**src/design/pic_host_pkg.sv**
```systemverilog
// Package for the host-side controller of an eight-level priority interrupt controller.
// Assumes a single 40 MHz clock domain and synchronous pin inputs.
`default_nettype none
package pic_host_pkg;

  localparam int unsigned CLK_PERIOD_NS  = 25;
  // Least strobe width and recovery, in ns, rounded up to cycles
  localparam int unsigned STROBE_MIN_NS  = 250;
  localparam int unsigned STROBE_CYC     = (STROBE_MIN_NS + CLK_PERIOD_NS - 1) / CLK_PERIOD_NS;
  localparam int unsigned RECOVER_NS     = 200;
  localparam int unsigned RECOVER_CYC    = (RECOVER_NS + CLK_PERIOD_NS - 1) / CLK_PERIOD_NS;
  localparam int unsigned CNT_W          = 4;

  localparam int unsigned DATA_W         = 8;
  localparam int unsigned LEVELS         = 8;
  localparam int unsigned CAS_W          = 3;

  // Acknowledge pulses per host mode
  localparam logic [1:0]  ACK_PULSES_CALL = 2'h3;
  localparam logic [1:0]  ACK_PULSES_VEC  = 2'h2;
  localparam logic [7:0]  CALL_OPCODE     = 8'hcd;
  localparam int unsigned VEC_LEVEL_LSB   = 0;
  localparam int unsigned VEC_LEVEL_W     = 3;

  // User command
  typedef struct packed {
    logic                 wr;
    logic                 port_sel;
    logic [DATA_W-1:0]    data;
  } host_cmd_t;

  // Bus pins driven toward the device
  typedef struct packed {
    logic                 cs_n;
    logic                 rd_n;
    logic                 wr_n;
    logic                 ack_strobe_n;
    logic                 port_select_line;
  } bus_pins_t;

  typedef enum logic [2:0] {
    ST_IDLE,
    ST_STROBE,
    ST_RECOVER,
    ST_ACK_LOW,
    ST_ACK_GAP
  } host_state_t;

endpackage

`default_nettype wire

```
**src/design/pic_host_ctrl.sv**
```systemverilog
// Host-side controller: issues register reads/writes and acknowledge sequences to the device.
// Assumes device pins are synchronous to i_clk; bidirectional bus resolved outside.
//
// Contract
// Device holds pending, in-service, mask sets.
// Device has eight chained priority cells.
// Low input sets edge latch.
// Edge mode disarms after acknowledge.
// Level mode ignores edge latch.
// Unmasked lone request raises interrupt.
// Host sends three or two acknowledges.
// Device freezes requests during acknowledges.
// Device resolves again, forms vector.
// In-service set, edge latch cleared.
// Level input still high re-interrupts.
// Only end-of-service command clears in-service.
// Data bus is 8-bit three-state.
// Chip select low gates read/write strobes.
// Acknowledge works regardless of chip select.
// Port-select line picks word or status.
// Expansion lines: master drives, slave receives.
// Pin is buffer enable or master strap.
// Request sources hold high until acknowledged.
// Vectors appear only under acknowledge.
// Call mode: first acknowledge gives call opcode.
// Vector mode: second acknowledge gives vector.
// Request inputs synchronised in two stages.
// Strobes sampled; cascade direction follows strap.
`timescale 1ns/100ps
`default_nettype none

module pic_host_ctrl #(
  parameter int unsigned DATA_W = pic_host_pkg::DATA_W
) (
  // Clock and reset
  input  wire logic                      i_clk,
  input  wire logic                      i_sys_rst,
  // User command side
  input  wire logic                      i_cmd_valid,
  input  wire pic_host_pkg::host_cmd_t   i_cmd,
  input  wire logic                      i_call_mode,
  output logic                           o_cmd_ready,
  output logic                           o_rd_valid,
  output logic [DATA_W-1:0]              o_rd_data,
  output logic                           o_vec_valid,
  output logic [DATA_W-1:0]              o_vec_data,
  output logic                           o_ack_done,
  // Device pins
  input  wire logic                      i_dev_int,
  input  wire logic [DATA_W-1:0]         i_host_data_bus,
  output logic [DATA_W-1:0]              o_host_data_bus,
  output logic                           o_host_data_bus_oe,
  output var pic_host_pkg::bus_pins_t    o_pins
);

  typedef pic_host_pkg::host_state_t st_t;

  st_t                                   state_r;
  st_t                                   state_nxt;
  logic [pic_host_pkg::CNT_W-1:0]        cnt_r;
  logic [1:0]                            pulse_r;
  logic                                  is_wr_r;
  logic                                  mode_call_r;
  logic [DATA_W-1:0]                     wdata_r;
  logic                                  sel_r;

  wire logic [1:0] pulses_needed = mode_call_r ? pic_host_pkg::ACK_PULSES_CALL
                                               : pic_host_pkg::ACK_PULSES_VEC;
  wire logic cnt_done   = (cnt_r == pic_host_pkg::CNT_W'(pic_host_pkg::STROBE_CYC - 1));
  wire logic rec_done   = (cnt_r == pic_host_pkg::CNT_W'(pic_host_pkg::RECOVER_CYC - 1));
  wire logic last_pulse = (pulse_r == pulses_needed - 2'h1);
  // Vector byte is the last pulse in vector mode; call mode keeps the two address bytes after the opcode
  wire logic vec_pulse  = mode_call_r ? (pulse_r != 2'h0) : (pulse_r == 2'h1);
  wire logic idle       = (state_r == pic_host_pkg::ST_IDLE);
  // Interrupt line is a level; looked at only when idle
  wire logic start_ack  = idle && i_dev_int && !i_cmd_valid;
  wire logic start_cmd  = idle && i_cmd_valid;

  always_comb
  begin
    state_nxt = state_r;
    case (state_r)
      pic_host_pkg::ST_IDLE:
        if (start_cmd)
          state_nxt = pic_host_pkg::ST_STROBE;
        else if (start_ack)
          state_nxt = pic_host_pkg::ST_ACK_LOW;
      pic_host_pkg::ST_STROBE:
        if (cnt_done)
          state_nxt = pic_host_pkg::ST_RECOVER;
      pic_host_pkg::ST_RECOVER:
        if (rec_done)
          state_nxt = pic_host_pkg::ST_IDLE;
      pic_host_pkg::ST_ACK_LOW:
        if (cnt_done)
          state_nxt = pic_host_pkg::ST_ACK_GAP;
      pic_host_pkg::ST_ACK_GAP:
        if (rec_done)
          state_nxt = last_pulse ? pic_host_pkg::ST_IDLE : pic_host_pkg::ST_ACK_LOW;
      default:
        state_nxt = pic_host_pkg::ST_IDLE;
    endcase
  end

  always_ff @(posedge i_clk)
  begin
    if (i_sys_rst)
    begin
      state_r     <= pic_host_pkg::ST_IDLE;
      cnt_r       <= '0;
      pulse_r     <= 2'h0;
      is_wr_r     <= 1'b0;
      mode_call_r <= 1'b0;
      wdata_r     <= '0;
      sel_r       <= 1'b0;
    end
    else
    begin
      state_r <= state_nxt;
      cnt_r   <= (state_nxt != state_r) ? '0 : cnt_r + 1'b1;
      if (start_cmd)
      begin
        is_wr_r <= i_cmd.wr;
        wdata_r <= i_cmd.data;
        sel_r   <= i_cmd.port_sel;
      end
      if (start_ack)
      begin
        mode_call_r <= i_call_mode;
        pulse_r     <= 2'h0;
      end
      else if (state_r == pic_host_pkg::ST_ACK_GAP && rec_done)
        pulse_r <= pulse_r + 2'h1;
    end
  end

  // Pins registered; bus driven only during writes, released on acknowledges
  always_ff @(posedge i_clk)
  begin
    if (i_sys_rst)
    begin
      o_pins             <= '{cs_n: 1'b1, rd_n: 1'b1, wr_n: 1'b1, ack_strobe_n: 1'b1, port_select_line: 1'b0};
      o_host_data_bus    <= '0;
      o_host_data_bus_oe <= 1'b0;
      o_cmd_ready        <= 1'b0;
      o_rd_valid         <= 1'b0;
      o_rd_data          <= '0;
      o_vec_valid        <= 1'b0;
      o_vec_data         <= '0;
      o_ack_done         <= 1'b0;
    end
    else
    begin
      o_pins.cs_n             <= !(state_nxt == pic_host_pkg::ST_STROBE);
      o_pins.wr_n             <= !(state_nxt == pic_host_pkg::ST_STROBE && (start_cmd ? i_cmd.wr : is_wr_r));
      o_pins.rd_n             <= !(state_nxt == pic_host_pkg::ST_STROBE && !(start_cmd ? i_cmd.wr : is_wr_r));
      o_pins.ack_strobe_n     <= !(state_nxt == pic_host_pkg::ST_ACK_LOW);
      o_pins.port_select_line <= start_cmd ? i_cmd.port_sel : sel_r;
      o_host_data_bus         <= start_cmd ? i_cmd.data : wdata_r;
      o_host_data_bus_oe      <= (state_nxt == pic_host_pkg::ST_STROBE) && (start_cmd ? i_cmd.wr : is_wr_r);
      o_cmd_ready             <= (state_nxt == pic_host_pkg::ST_IDLE);
      // Sample read data at end of strobe, vector bytes only under acknowledge
      o_rd_valid  <= (state_r == pic_host_pkg::ST_STROBE) && cnt_done && !is_wr_r;
      if ((state_r == pic_host_pkg::ST_STROBE) && cnt_done && !is_wr_r)
        o_rd_data <= i_host_data_bus;
      o_vec_valid <= (state_r == pic_host_pkg::ST_ACK_LOW) && cnt_done && vec_pulse;
      if ((state_r == pic_host_pkg::ST_ACK_LOW) && cnt_done && vec_pulse)
        o_vec_data <= i_host_data_bus;
      o_ack_done  <= (state_r == pic_host_pkg::ST_ACK_GAP) && rec_done && last_pulse;
    end
  end

  // Strobe pins never overlap: acknowledge and register access exclusive
  strobe_excl_a: assert property (@(posedge i_clk) disable iff (i_sys_rst)
    !(!o_pins.ack_strobe_n && (!o_pins.rd_n || !o_pins.wr_n)))
    else $error("acknowledge overlaps register strobe");

  cs_gate_a: assert property (@(posedge i_clk) disable iff (i_sys_rst)
    (!o_pins.rd_n || !o_pins.wr_n) |-> !o_pins.cs_n)
    else $error("strobe without chip select");

  // Pulse counter has already stepped past the last pulse when done shows
  ack_count_a: assert property (@(posedge i_clk) disable iff (i_sys_rst)
    o_ack_done |-> (pulse_r == pulses_needed))
    else $error("wrong acknowledge pulse count");

  bus_drive_a: assert property (@(posedge i_clk) disable iff (i_sys_rst)
    o_host_data_bus_oe |-> !o_pins.wr_n && o_pins.ack_strobe_n)
    else $error("bus driven outside write");

  ack_width_a: assert property (@(posedge i_clk) disable iff (i_sys_rst)
    $fell(o_pins.ack_strobe_n) |-> !o_pins.ack_strobe_n [*8])
    else $error("acknowledge pulse too short");

  vec_only_a: assert property (@(posedge i_clk) disable iff (i_sys_rst)
    o_vec_valid |-> !$past(o_pins.ack_strobe_n))
    else $error("vector taken outside acknowledge");

  sel_hold_a: assert property (@(posedge i_clk) disable iff (i_sys_rst)
    (!o_pins.cs_n && !$past(o_pins.cs_n)) |-> $stable(o_pins.port_select_line))
    else $error("port select moved during access");

  rd_result_a: assert property (@(posedge i_clk) disable iff (i_sys_rst)
    $rose(o_pins.rd_n) |-> o_rd_valid)
    else $error("read end without result");

  rw_excl_a: assert property (@(posedge i_clk) disable iff (i_sys_rst)
    !(!o_pins.rd_n && !o_pins.wr_n))
    else $error("read and write strobes overlap");

  // Short strobe or gap would defeat the device's edge detect
  strobe_len_a: assert property (@(posedge i_clk) disable iff (i_sys_rst)
    $fell(o_pins.cs_n) |-> !o_pins.cs_n [*8])
    else $error("register strobe too short");

  ack_gap_a: assert property (@(posedge i_clk) disable iff (i_sys_rst)
    $rose(o_pins.ack_strobe_n) |-> o_pins.ack_strobe_n [*8])
    else $error("acknowledge recovery too short");

  done_pulse_a: assert property (@(posedge i_clk) disable iff (i_sys_rst)
    o_ack_done |=> !o_ack_done)
    else $error("sequence end held too long");

endmodule // pic_host_ctrl

`default_nettype wire

```
**config.mk**
```make
export PLATFORM = sky130hd
export DESIGN_NAME = pic_host_ctrl
export DESIGN_NICKNAME = d
export VERILOG_FILES = /design/src/design/pic_host_pkg.sv /design/src/design/pic_host_ctrl.sv
export SDC_FILE = /design/constraint.sdc
export NUM_CORES = 1
export LEC_CHECK = 0
export BUFFER_PORTS_ARGS = -buffer_cell sky130_fd_sc_hd__buf_2
export CORE_MARGIN = 5
export CORE_UTILIZATION = 48
export CTS_BUF_LIST = sky130_fd_sc_hd__clkbuf_8 sky130_fd_sc_hd__clkbuf_16
export CTS_CLUSTER_SIZE = 30
export DETAILED_ROUTE_END_ITERATION = 10
export HOLD_SLACK_MARGIN = 0.1
export PLACE_DENSITY = 0.76
export SETUP_SLACK_MARGIN = 0.2
export SLEW_MARGIN = 40
export SYNTH_ARGS = -nofsm -noshare
export SYNTH_HDL_FRONTEND = slang
export SYNTH_SLANG_ARGS = --single-unit
```
**constraint.sdc**
```tcl
create_clock -name i_clk -period 2.8 [get_ports i_clk]
set_input_delay 0.42 -clock i_clk [delete_from_list [all_inputs] [get_ports i_clk]]
set_output_delay 0.42 -clock i_clk [all_outputs]
set_load 0.005 [all_outputs]
```
Word-level counts from Yosys, hierarchy flattened:

Index checks and enable logic that the tools add are counted.

* add/subtract/negate cells: 3
* multiply operators: 0
* div/mod/pow operators: 0
* order comparisons: 0
* equality and inequality tests: 11
* shifts and indexed selects: 0
* mux-type cells: 12
* bitwise logic cells: 0
* reduce and logical (&&, ||, !) cells: 23

Operators by type and width (count)
* 3-bit 2-to-1 mux: 6
* 3-bit case mux with 5 select lines: 1
* 1-bit logical AND: 11
* 3-bit by 2-bit == test with 1-bit output (second input constant): 3
* 1-bit logical NOT: 7
* 3-bit by 1-bit == test with 1-bit output (second input constant): 2
* 3-bit logical NOT: 2
* 4-bit by 1-bit adder with 4-bit output (second input constant): 1
* 4-bit by 3-bit == test with 1-bit output (second input constant): 1
* 4-bit == test (second input constant): 1
* 1-bit 2-to-1 mux: 4
* 2-bit OR reduction: 2
* 3-bit == test (second input constant): 1
* 3-bit != test: 1
* 2-bit by 1-bit adder with 2-bit output (second input constant): 1
* 2-bit by 1-bit == test with 1-bit output (second input constant): 1
* 2-bit == test: 1
* 2-bit 2-to-1 mux: 1
* 2-bit nonzero test: 1
* 2-bit by 1-bit subtractor with 2-bit output (second input constant): 1

* register bits after elaboration: 45
* latch bits: 0
* memory bits (writable): 0
* ROM bits: 0
* output and inout port bits: 34
* logic and storage cells: 67
* memories kept: 0

Logic depth before layout (Yosys ltp):

Gate-level depths: netlist (run 1).

* depth in word-level cells: 9
* mapped depth: 7
* depth with buffers taken out: 6

Worst setup path after synthesis (run 1):

OpenSTA, ideal clock, no wires.

* kind: flip-flop to flip-flop
* start point: register state_r[0] (netlist name)
* end point: register o_pins[3] (netlist name)
* library setup time: 127 ps
* data arrival time: 1484 ps
* data required time: 2673 ps
* setup slack: 1189 ps
* cell stages (with the launch flop): 6
* buffers on the path: 1
* period minus slack after synthesis: 1611 ps
* cell sequence: dfxtp_1 -> nor3_2 -> and2_1 -> buf_6 -> mux2i_1 -> or3b_1

* cells in the longest elaborated chain, start to end: 9
* elaborated cells between the ends (all ways): 20
* classes of those cells: 5 x eq/ne; 8 x mux; 7 x reduce/logical

RTL lines
* start, declared: line pic_host_ctrl.sv:58 `st_t state_r;`
* start signal, assigned: line pic_host_ctrl.sv:109 `state_r <= pic_host_pkg::ST_IDLE;`
* start signal, assigned: line pic_host_ctrl.sv:119 `state_r <= state_nxt;`
* 3-bit logical NOT: line pic_host_ctrl.sv:74, pic_host_ctrl.sv:82
* 1-bit logical AND (2 in a row): line pic_host_ctrl.sv:76 `wire logic start_ack = idle && i_dev_int && !i_cmd_valid;`
* 3-bit 2-to-1 mux: line pic_host_ctrl.sv:86 `else if (start_ack)`
* 3-bit 2-to-1 mux: line pic_host_ctrl.sv:84 `if (start_cmd)`
* 3-bit case mux with 5 select lines: line pic_host_ctrl.sv:82 `case (state_r)`
* 3-bit by 1-bit == test with 1-bit output: line pic_host_ctrl.sv:156 `o_pins.rd_n <= !(state_nxt == pic_host_pkg::ST_STROBE && !(start_cmd ? i_cmd.wr : is_wr_r));`
* 1-bit logical AND (*): line pic_host_ctrl.sv:156
* 1-bit logical NOT (*): line pic_host_ctrl.sv:156
* end signal, assigned: line pic_host_ctrl.sv:142 `o_pins <= '{cs_n: 1'b1, rd_n: 1'b1, wr_n: 1'b1, ack_strobe_n: 1'b1, port_select_line: 1'b0};`
* end, declared: line pic_host_ctrl.sv:53 `output var pic_host_pkg::bus_pins_t o_pins`

Mark *: on every way between the ends. The rest lies on a longest branch, timed or not.
A chain may end at the register's enable or synchronous reset.

Final worst setup path (run 1):

Same ends and word-level chain as after synthesis.

==> flow_summary.json, run 1 <==
{
  "place_congestion": 0.770,
  "clk_pin_slew_ps": 80,
  "ff2ff_path_depth": 4,
  "grt_pass1_wl_mm": 6.21,
  "yosysTopAreaCellShare": 0.511,
  "synth_fp_nets": 221,
  "crit_type": "register to register",
  "synthesis.area_mm2": 0.00176,
  "relSlewSlack": 0.559,
  "whs_path_depth": 3,
  "globalRouteOverflowTotal": 0,
  "num_io_pins": 57,
  "num_rows": 22,
  "clockPowerShare": 0.367,
  "power.leakage_nw": 0.931,
  "drtAntennaViolNets": 0,
  "ys_types": 38,
  "num_antenna_cells": 0,
  "hold_violations": 0,
  "worst_pin_slew_ps": 661,
  "fin_crit_ps": 1870,
  "peakVddDrop_mv": 0.296,
  "final_cell_mix": "56 x buf_2, 45 x dfxtp_1, 41 x nand2_1, 21 x a21oi_1, 16 x nor2_1",
  "reg2reg_slack_ps": 930,
  "hold_path.startpoint": "i_cmd[6]",
  "cts_root_buffer": "clkbuf_8",
  "fin_skew_ps": 9.95,
  "report.final.slew_viol_count": 0,
  "cp-end-kind": "register",
  "drv_cap": 0,
  "firstDrtPassIters": 4,
  "min_period_over_period": 0.666,
  "cp_max_fo": 10,
  "via_per_inst": 5.02,
  "dpl_cell_area_mm2": 0.00207,
  "synth_async_sr_flop_share": 0,
  "setup_tns_ps": 0,
  "cellPowerDensity_mw_per_mm2": 585,
  "min_path_type": "input pin to register",
  "switching_share": 0.228,
  "area_growth_pct": 23.6,
  "postCtsHoldBufs": 0,
  "die_w_um": 70.6,
  "numCtsBuffers": 5,
  "avgSynthCellArea_um2": 9.00,
  "port_buffers": 56,
  "yosysSeqAreaShare": 0.511,
  "rsz0062_at_grt": "no",
  "wl_per_cell_um": 11.9,
  "synth-seq-cells": 45,
  "p_seq_frac": 0.535,
  "cp.arrival_ps": 2030,
  "min_to": "o_host_data_bus[6]$_SDFFE_PP0P_",
  "vias": 1507,
  "worstReg2RegEnd": "o_pins[3]$_SDFF_PP1_",
  "final_cell_area_mm2": 0.00218,
  "status": "finished clean",
  "p_int_mw": 0.985,
  "start_util": 0.489,
  "drcViolationCount": 0,
  "core_area_mm2": 0.00361,
  "cp-start-kind": "register",
  "totalWireLength_mm": 3.57,
  "clock_sinks": 45,
  "grt_usage": 0.154,
  "cts_tree": "built",
  "fillers": 341,
  "synth-main-ff-cell": "dfxtp_1",
  "finalNetCount": 276,
  "power_switching_mw": 0.291,
  "synthTopCellsByArea": "dfxtp_1 51%, nand2_1 8.7%, mux2i_1 6.2%, a21oi_1 6.0%, nor2_1 3.4%",
  "fp.dieH_um": 70.6,
  "timing.rr.start": "state_r[0]$_SDFF_PP0_",
  "synth_area_leader_cell": "dfxtp_1",
  "antenna_found_initial": 0,
  "drt_iter0_markers": 55,
  "clkLatencyLatePin_ps": 290,
  "layout-drive-gt1-share": 0.274,
  "achievable-frequency_ghz": 0.536,
  "final_common_cell": "buf_2",
  "place_hpwl_mm": 2.67,
  "ys_warn_count": 0,
  "dieArea_mm2": 0.00499,
  "setup_viol": 0,
  "grt_pass1_vias": 1397,
  "htreeDepth": 2,
  "cts_resized": 0,
  "synth_edf_count": 0,
  "required_ps": 2970,
  "pwr-share-comb": 0.098,
  "grt_max_degree": 39,
  "syn_inst": 196,
  "cts_setup_buffers": 0,
  "clockBufferDepth": 2
}
## through the flow
stage          utilization  worst slack, ps  hold slack (ps)  power [mW]  cells
3_3_place_gp         0.574              999              439       0.822    292
4_1_cts              0.605              902              353        1.29    300
5_1_grt              0.605              702              365        1.34    300
2_1_floorplan            -             1190              437       0.779    196
3_5_place_dp         0.574              929              444       0.825    292
6_report             0.605              934              358        1.28    300
## cell usage after synthesis, types with 2 or more instances
library cell  number
o21ai_0            2
or3b_1             2
nand2_1           41
nor2_1            16
nand3b_1           3
nand3_1            5
clkbuf_1           3
and3b_1            2
inv_1              3
and3_1             2
xor2_1             3
nor3_1             8
nor3b_1            2
mux2i_1           11
dfxtp_1           45
ha_1               2
a21oi_1           21
and2_1             2
buf_2              3
xnor2_1            2
## sequential cells by signal, indices dropped and copies added (netlist names), 2 cells and up
| name | cells |
|---|---|
| o_host_data_bus | 8 |
| o_rd_data | 8 |
| o_vec_data | 8 |
| o_pins | 5 |
| cnt_r | 4 |
| state_r | 3 |
| pulse_r | 2 |
## cells by family after synthesis
group | count (synthesis) | synth area share
XOR/XNOR | 5 | 0.0248
AND/OR/NAND/NOR | 93 | 0.264
multiplexers | 11 | 0.0624
buffers and inverters | 12 | 0.0340
adder cells (fa/ha/maj) | 2 | 0.0142
flip-flops | 45 | 0.511
AO/OA/AOI/OAI | 28 | 0.0901
## critical path, stage by stage (launching register included)
cell     delay [ps]
dfxtp_1         390
nor3_2          270
and2_1          360
mux2i_1         340
or3b_1          370
## power by group through the flow
stage / Sequential [mW] / Combinational, mW / Clock (mW)
after floorplan: 0.696 / 0.0831 / 0
after global placement: 0.697 / 0.125 / 0
final: 0.683 / 0.125 / 0.468
after detailed placement: 0.698 / 0.127 / 0
after global routing: 0.687 / 0.144 / 0.509
after CTS: 0.683 / 0.127 / 0.483
## layer usage
| metal | track usage | share of wire | vias up | wire length (µm) |
|---|---|---|---|---|
| met2 | 0.247 | 0.47 | 51 | 1670 |
| met3 | 0.0369 | 0.081 | 4 | 288 |
| met4 | 0.0814 | 0.015 | 0 | 52 |
| met5 | 0 | 0 | - | 0 |
| li1 | - | - | 777 | - |
| met1 | 0.190 | 0.44 | 675 | 1560 |
## worst max-delay path by stage
stage,from,endpoint,slack [ps],cells past startpoint
2_1_floorplan,state_r[0]$_SDFF_PP0_,o_pins[3]$_SDFF_PP1_,1190,5
3_3_place_gp,state_r[1]$_SDFF_PP0_,o_pins[3]$_SDFF_PP1_,1000,4
6_report,state_r[0]$_SDFF_PP0_,o_pins[3]$_SDFF_PP1_,930,4
5_1_grt,state_r[0]$_SDFF_PP0_,o_pins[3]$_SDFF_PP1_,700,4
3_5_place_dp,state_r[0]$_SDFF_PP0_,o_pins[3]$_SDFF_PP1_,930,4
4_1_cts,state_r[0]$_SDFF_PP0_,o_pins[3]$_SDFF_PP1_,900,4
## layout make-up
class	instances	area, µm²	share of cell area
clock buffers	5	68.8	0.0316
repair buffers	57	288	0.132
well taps	48	60.1	0.0275
flip-flops and latches	45	901	0.413
multi-input cells	139	810	0.371
clock inverters	3	42.5	0.0195
inverters	3	11.3	0.00516
Power figures use the tool's default switching activity.
==> run 2: changes to the inputs <==
Settings changed: ABC_AREA set to 1.
Clock period 2.8 ns to 1.9 ns, I/O delays scaled along.
==> flow_summary.json, run 2 <==
{
  "status": "finished clean",
  "clkLatencyLatePin_ps": 290,
  "synthTopCellsByArea": "dfxtp_1 51%, nand2_1 8.3%, a21oi_1 7.4%, inv_1 6.4%, o21ai_0 4.5%",
  "die_w_um": 70.7,
  "fin_skew_ps": 2.84,
  "numCtsBuffers": 5,
  "critical_path_buf_inv_count": 1,
  "worstReg2RegEnd": "o_pins[2]$_SDFF_PP1_",
  "pre_cts_slack_ps": 237,
  "drv_cap": 0,
  "cpPeakStageDelay_ps": 380,
  "grt_pass1_vias": 1361,
  "layout-drive-gt1-share": 0.294,
  "min_period_over_period": 0.811,
  "ys_warn_count": 0,
  "power.leakage_nw": 0.978,
  "required_ps": 2090,
  "crit_type": "register to register",
  "grt_usage": 0.144,
  "totalWireLength_mm": 3.54,
  "dpl.cell_count": 321,
  "setup_ws_ps": 359,
  "synth_area_leader_cell": "dfxtp_1",
  "hold_ws_ps": 239,
  "final_util": 0.605,
  "htreeDepth": 2,
  "ys_types": 30,
  "drcViolationCount": 0,
  "avgSynthCellArea_um2": 7.89,
  "ff2ff_path_depth": 10,
  "report.final.slew_viol_count": 0,
  "syn_inst": 224,
  "worst_pin_slew_ps": 425,
  "relSlewSlack": 0.715,
  "synth.most_common_cell": "dfxtp_1",
  "synth_edf_count": 0,
  "antenna_found_initial": 0,
  "finalNetCount": 306,
  "cp.arrival_ps": 1730,
  "setup_viol": 0,
  "drtAntennaViolNets": 0,
  "fillers": 345,
  "num_rows": 22,
  "critical_path_depth": 10,
  "min_path_type": "input pin to register",
  "finalNonFillerCells": 330,
  "crit_chain": "ha_1 > nand3_2 > nand3_1 > nand2_1 > nor2_2 > nand2_4 > nor2_4 > nand2_2 > nor2_4 > inv_2",
  "clockBufferDepth": 2,
  "grt_max_degree": 19,
  "cts_root_buffer": "clkbuf_8",
  "globalRouteOverflowTotal": 0,
  "cp_top_family": "simple AND/OR/NAND/NOR gates",
  "synth_async_sr_flop_share": 0,
  "reg2reg_slack_ps": 360,
  "setup_tns_ps": 0,
  "largestRegisters": "o_host_data_bus x8, o_rd_data x8, o_vec_data x8",
  "area_growth_pct": 23.6,
  "cp-start-kind": "register",
  "hold_violations": 0,
  "peakVddDrop_mv": 0.587,
  "cts_tree": "built",
  "whs_path_depth": 3,
  "fin_crit_ps": 1540,
  "dieArea_mm2": 0.00499,
  "synth-seq-cells": 45,
  "synth-main-ff-cell": "dfxtp_1",
  "fp.dieH_um": 70.7,
  "final_cell_mix": "56 x buf_2, 45 x dfxtp_1, 39 x nand2_1, 32 x inv_1, 26 x a21oi_1",
  "port_buffers": 56,
  "vias": 1531,
  "clk_pin_slew_ps": 80,
  "postCtsHoldBufs": 0,
  "synthesis.area_mm2": 0.00177,
  "cp-end-kind": "register",
  "cp_slowest_cell": "dfxtp_1",
  "wl_per_cell_um": 10.7,
  "cellPowerDensity_mw_per_mm2": 813,
  "core_area_mm2": 0.00361,
  "place_congestion": 0.878,
  "cp_max_fo": 4,
  "num_io_pins": 57,
  "num_antenna_cells": 0,
  "final_common_cell": "buf_2",
  "synthTopCellsByCount": "45 x dfxtp_1, 39 x nand2_1, 30 x inv_1, 26 x a21oi_1, 19 x nor2_1",
  "yosysSeqAreaShare": 0.510,
  "yosysTopAreaCellShare": 0.510,
  "hold_path.startpoint": "i_cmd[2]",
  "drt_iter0_markers": 63,
  "achievable-frequency_ghz": 0.649,
  "synth_fp_nets": 249,
  "rsz0062_at_grt": "no",
  "critPathMostFrequentCell": "nor2_4",
  "min_to": "o_host_data_bus[2]$_SDFFE_PP0P_",
  "timing.rr.start": "cnt_r[0]$_SDFF_PP0_",
  "start_util": 0.490,
  "via_per_inst": 4.64,
  "firstDrtPassIters": 6,
  "grt_pass1_wl_mm": 5.90,
  "place_hpwl_mm": 2.72,
  "clock_sinks": 45
}
run 2: changes by cell type in the layout (fill, tap and decap cells not counted), sizes merged, moves of 5 or more:
cell / previous run / this run
inv: 4 / 35
nor2: 16 / 24
o21ai: 2 / 17
a21oi: 21 / 26
nand3: 5 / 12
nor3: 9 / 0
mux2i: 11 / 0
run 2: power by group:
group,leakage [nW],switching [mW],internal (mW)
clock,0.0467,0.300,0.249
sequential,0.366,0.0217,0.981
combinational,0.565,0.130,0.0912
run 2: final cells by class:
class                           count  area, µm²  share of cell area
Clock buffer                        5       68.8              0.0315
Clock inverter                      3       15.0             0.00688
Inverter                           34        128              0.0585
Multi-Input combinational cell    136        708               0.324
Sequential cell                    45        901               0.413
Tap cell                           48       60.1              0.0275
Timing Repair Buffer               59        303               0.139
run 2: cell families (layout without fill, tap and decap cells):
kind of cell,count (synthesis),in the layout,share of synthesized area
compound gates,46,46,0.138
xor+xnor,3,3,0.0149
fa+ha+maj,2,2,0.0142
buf+inv,43,101,0.0970
flops,45,45,0.510
simple gates,85,85,0.226
run 2: worst register-to-register path, delay by kind of cell (launching register included):
kind | cells | cell delay [ps]
and+or+nand+nor | 8 | 820
DFF | 1 | 380
adders and majority gates | 1 | 220
buffers and inverters | 1 | 30
run 2: worst max path at each step:
stage                                    from                        end  slack (ps)
after floorplan           cnt_r[0]$_SDFF_PP0_  o_rd_data[1]$_SDFFE_PP0P_         390
after global placement    cnt_r[0]$_SDFF_PP0_  o_rd_data[4]$_SDFFE_PP0P_         270
after detailed placement  cnt_r[0]$_SDFF_PP0_  o_rd_data[0]$_SDFFE_PP0P_         240
after CTS                 cnt_r[0]$_SDFF_PP0_  o_rd_data[6]$_SDFFE_PP0P_         230
after global routing      cnt_r[0]$_SDFF_PP0_        cnt_r[0]$_SDFF_PP0_         200
final                     cnt_r[0]$_SDFF_PP0_       o_pins[2]$_SDFF_PP1_         360
run 2: stage by stage:
stage               area, µm²  total power [mW]
finish                   2180              1.77
global route             2180              1.87
CTS                      2160              1.79
detailed placement       2080              1.25
global placement         2080              1.24
floorplan                1770              1.17
run 2: repair_timing:
item,in CTS,in global routing
hold endpoints to repair,0,0
endpoints found under the setup margin,0,22
resized for setup,0,8
setup buffers,0,1
run 2: routing by layer:
layer / track usage / vias up / share of wire
li1: - / 810 / -
met1: 0.172 / 676 / 0.44
met2: 0.244 / 40 / 0.48
met3: 0.0511 / 5 / 0.075
met4: 0.0397 / 0 / 0.010
met5: 0 / - / 0
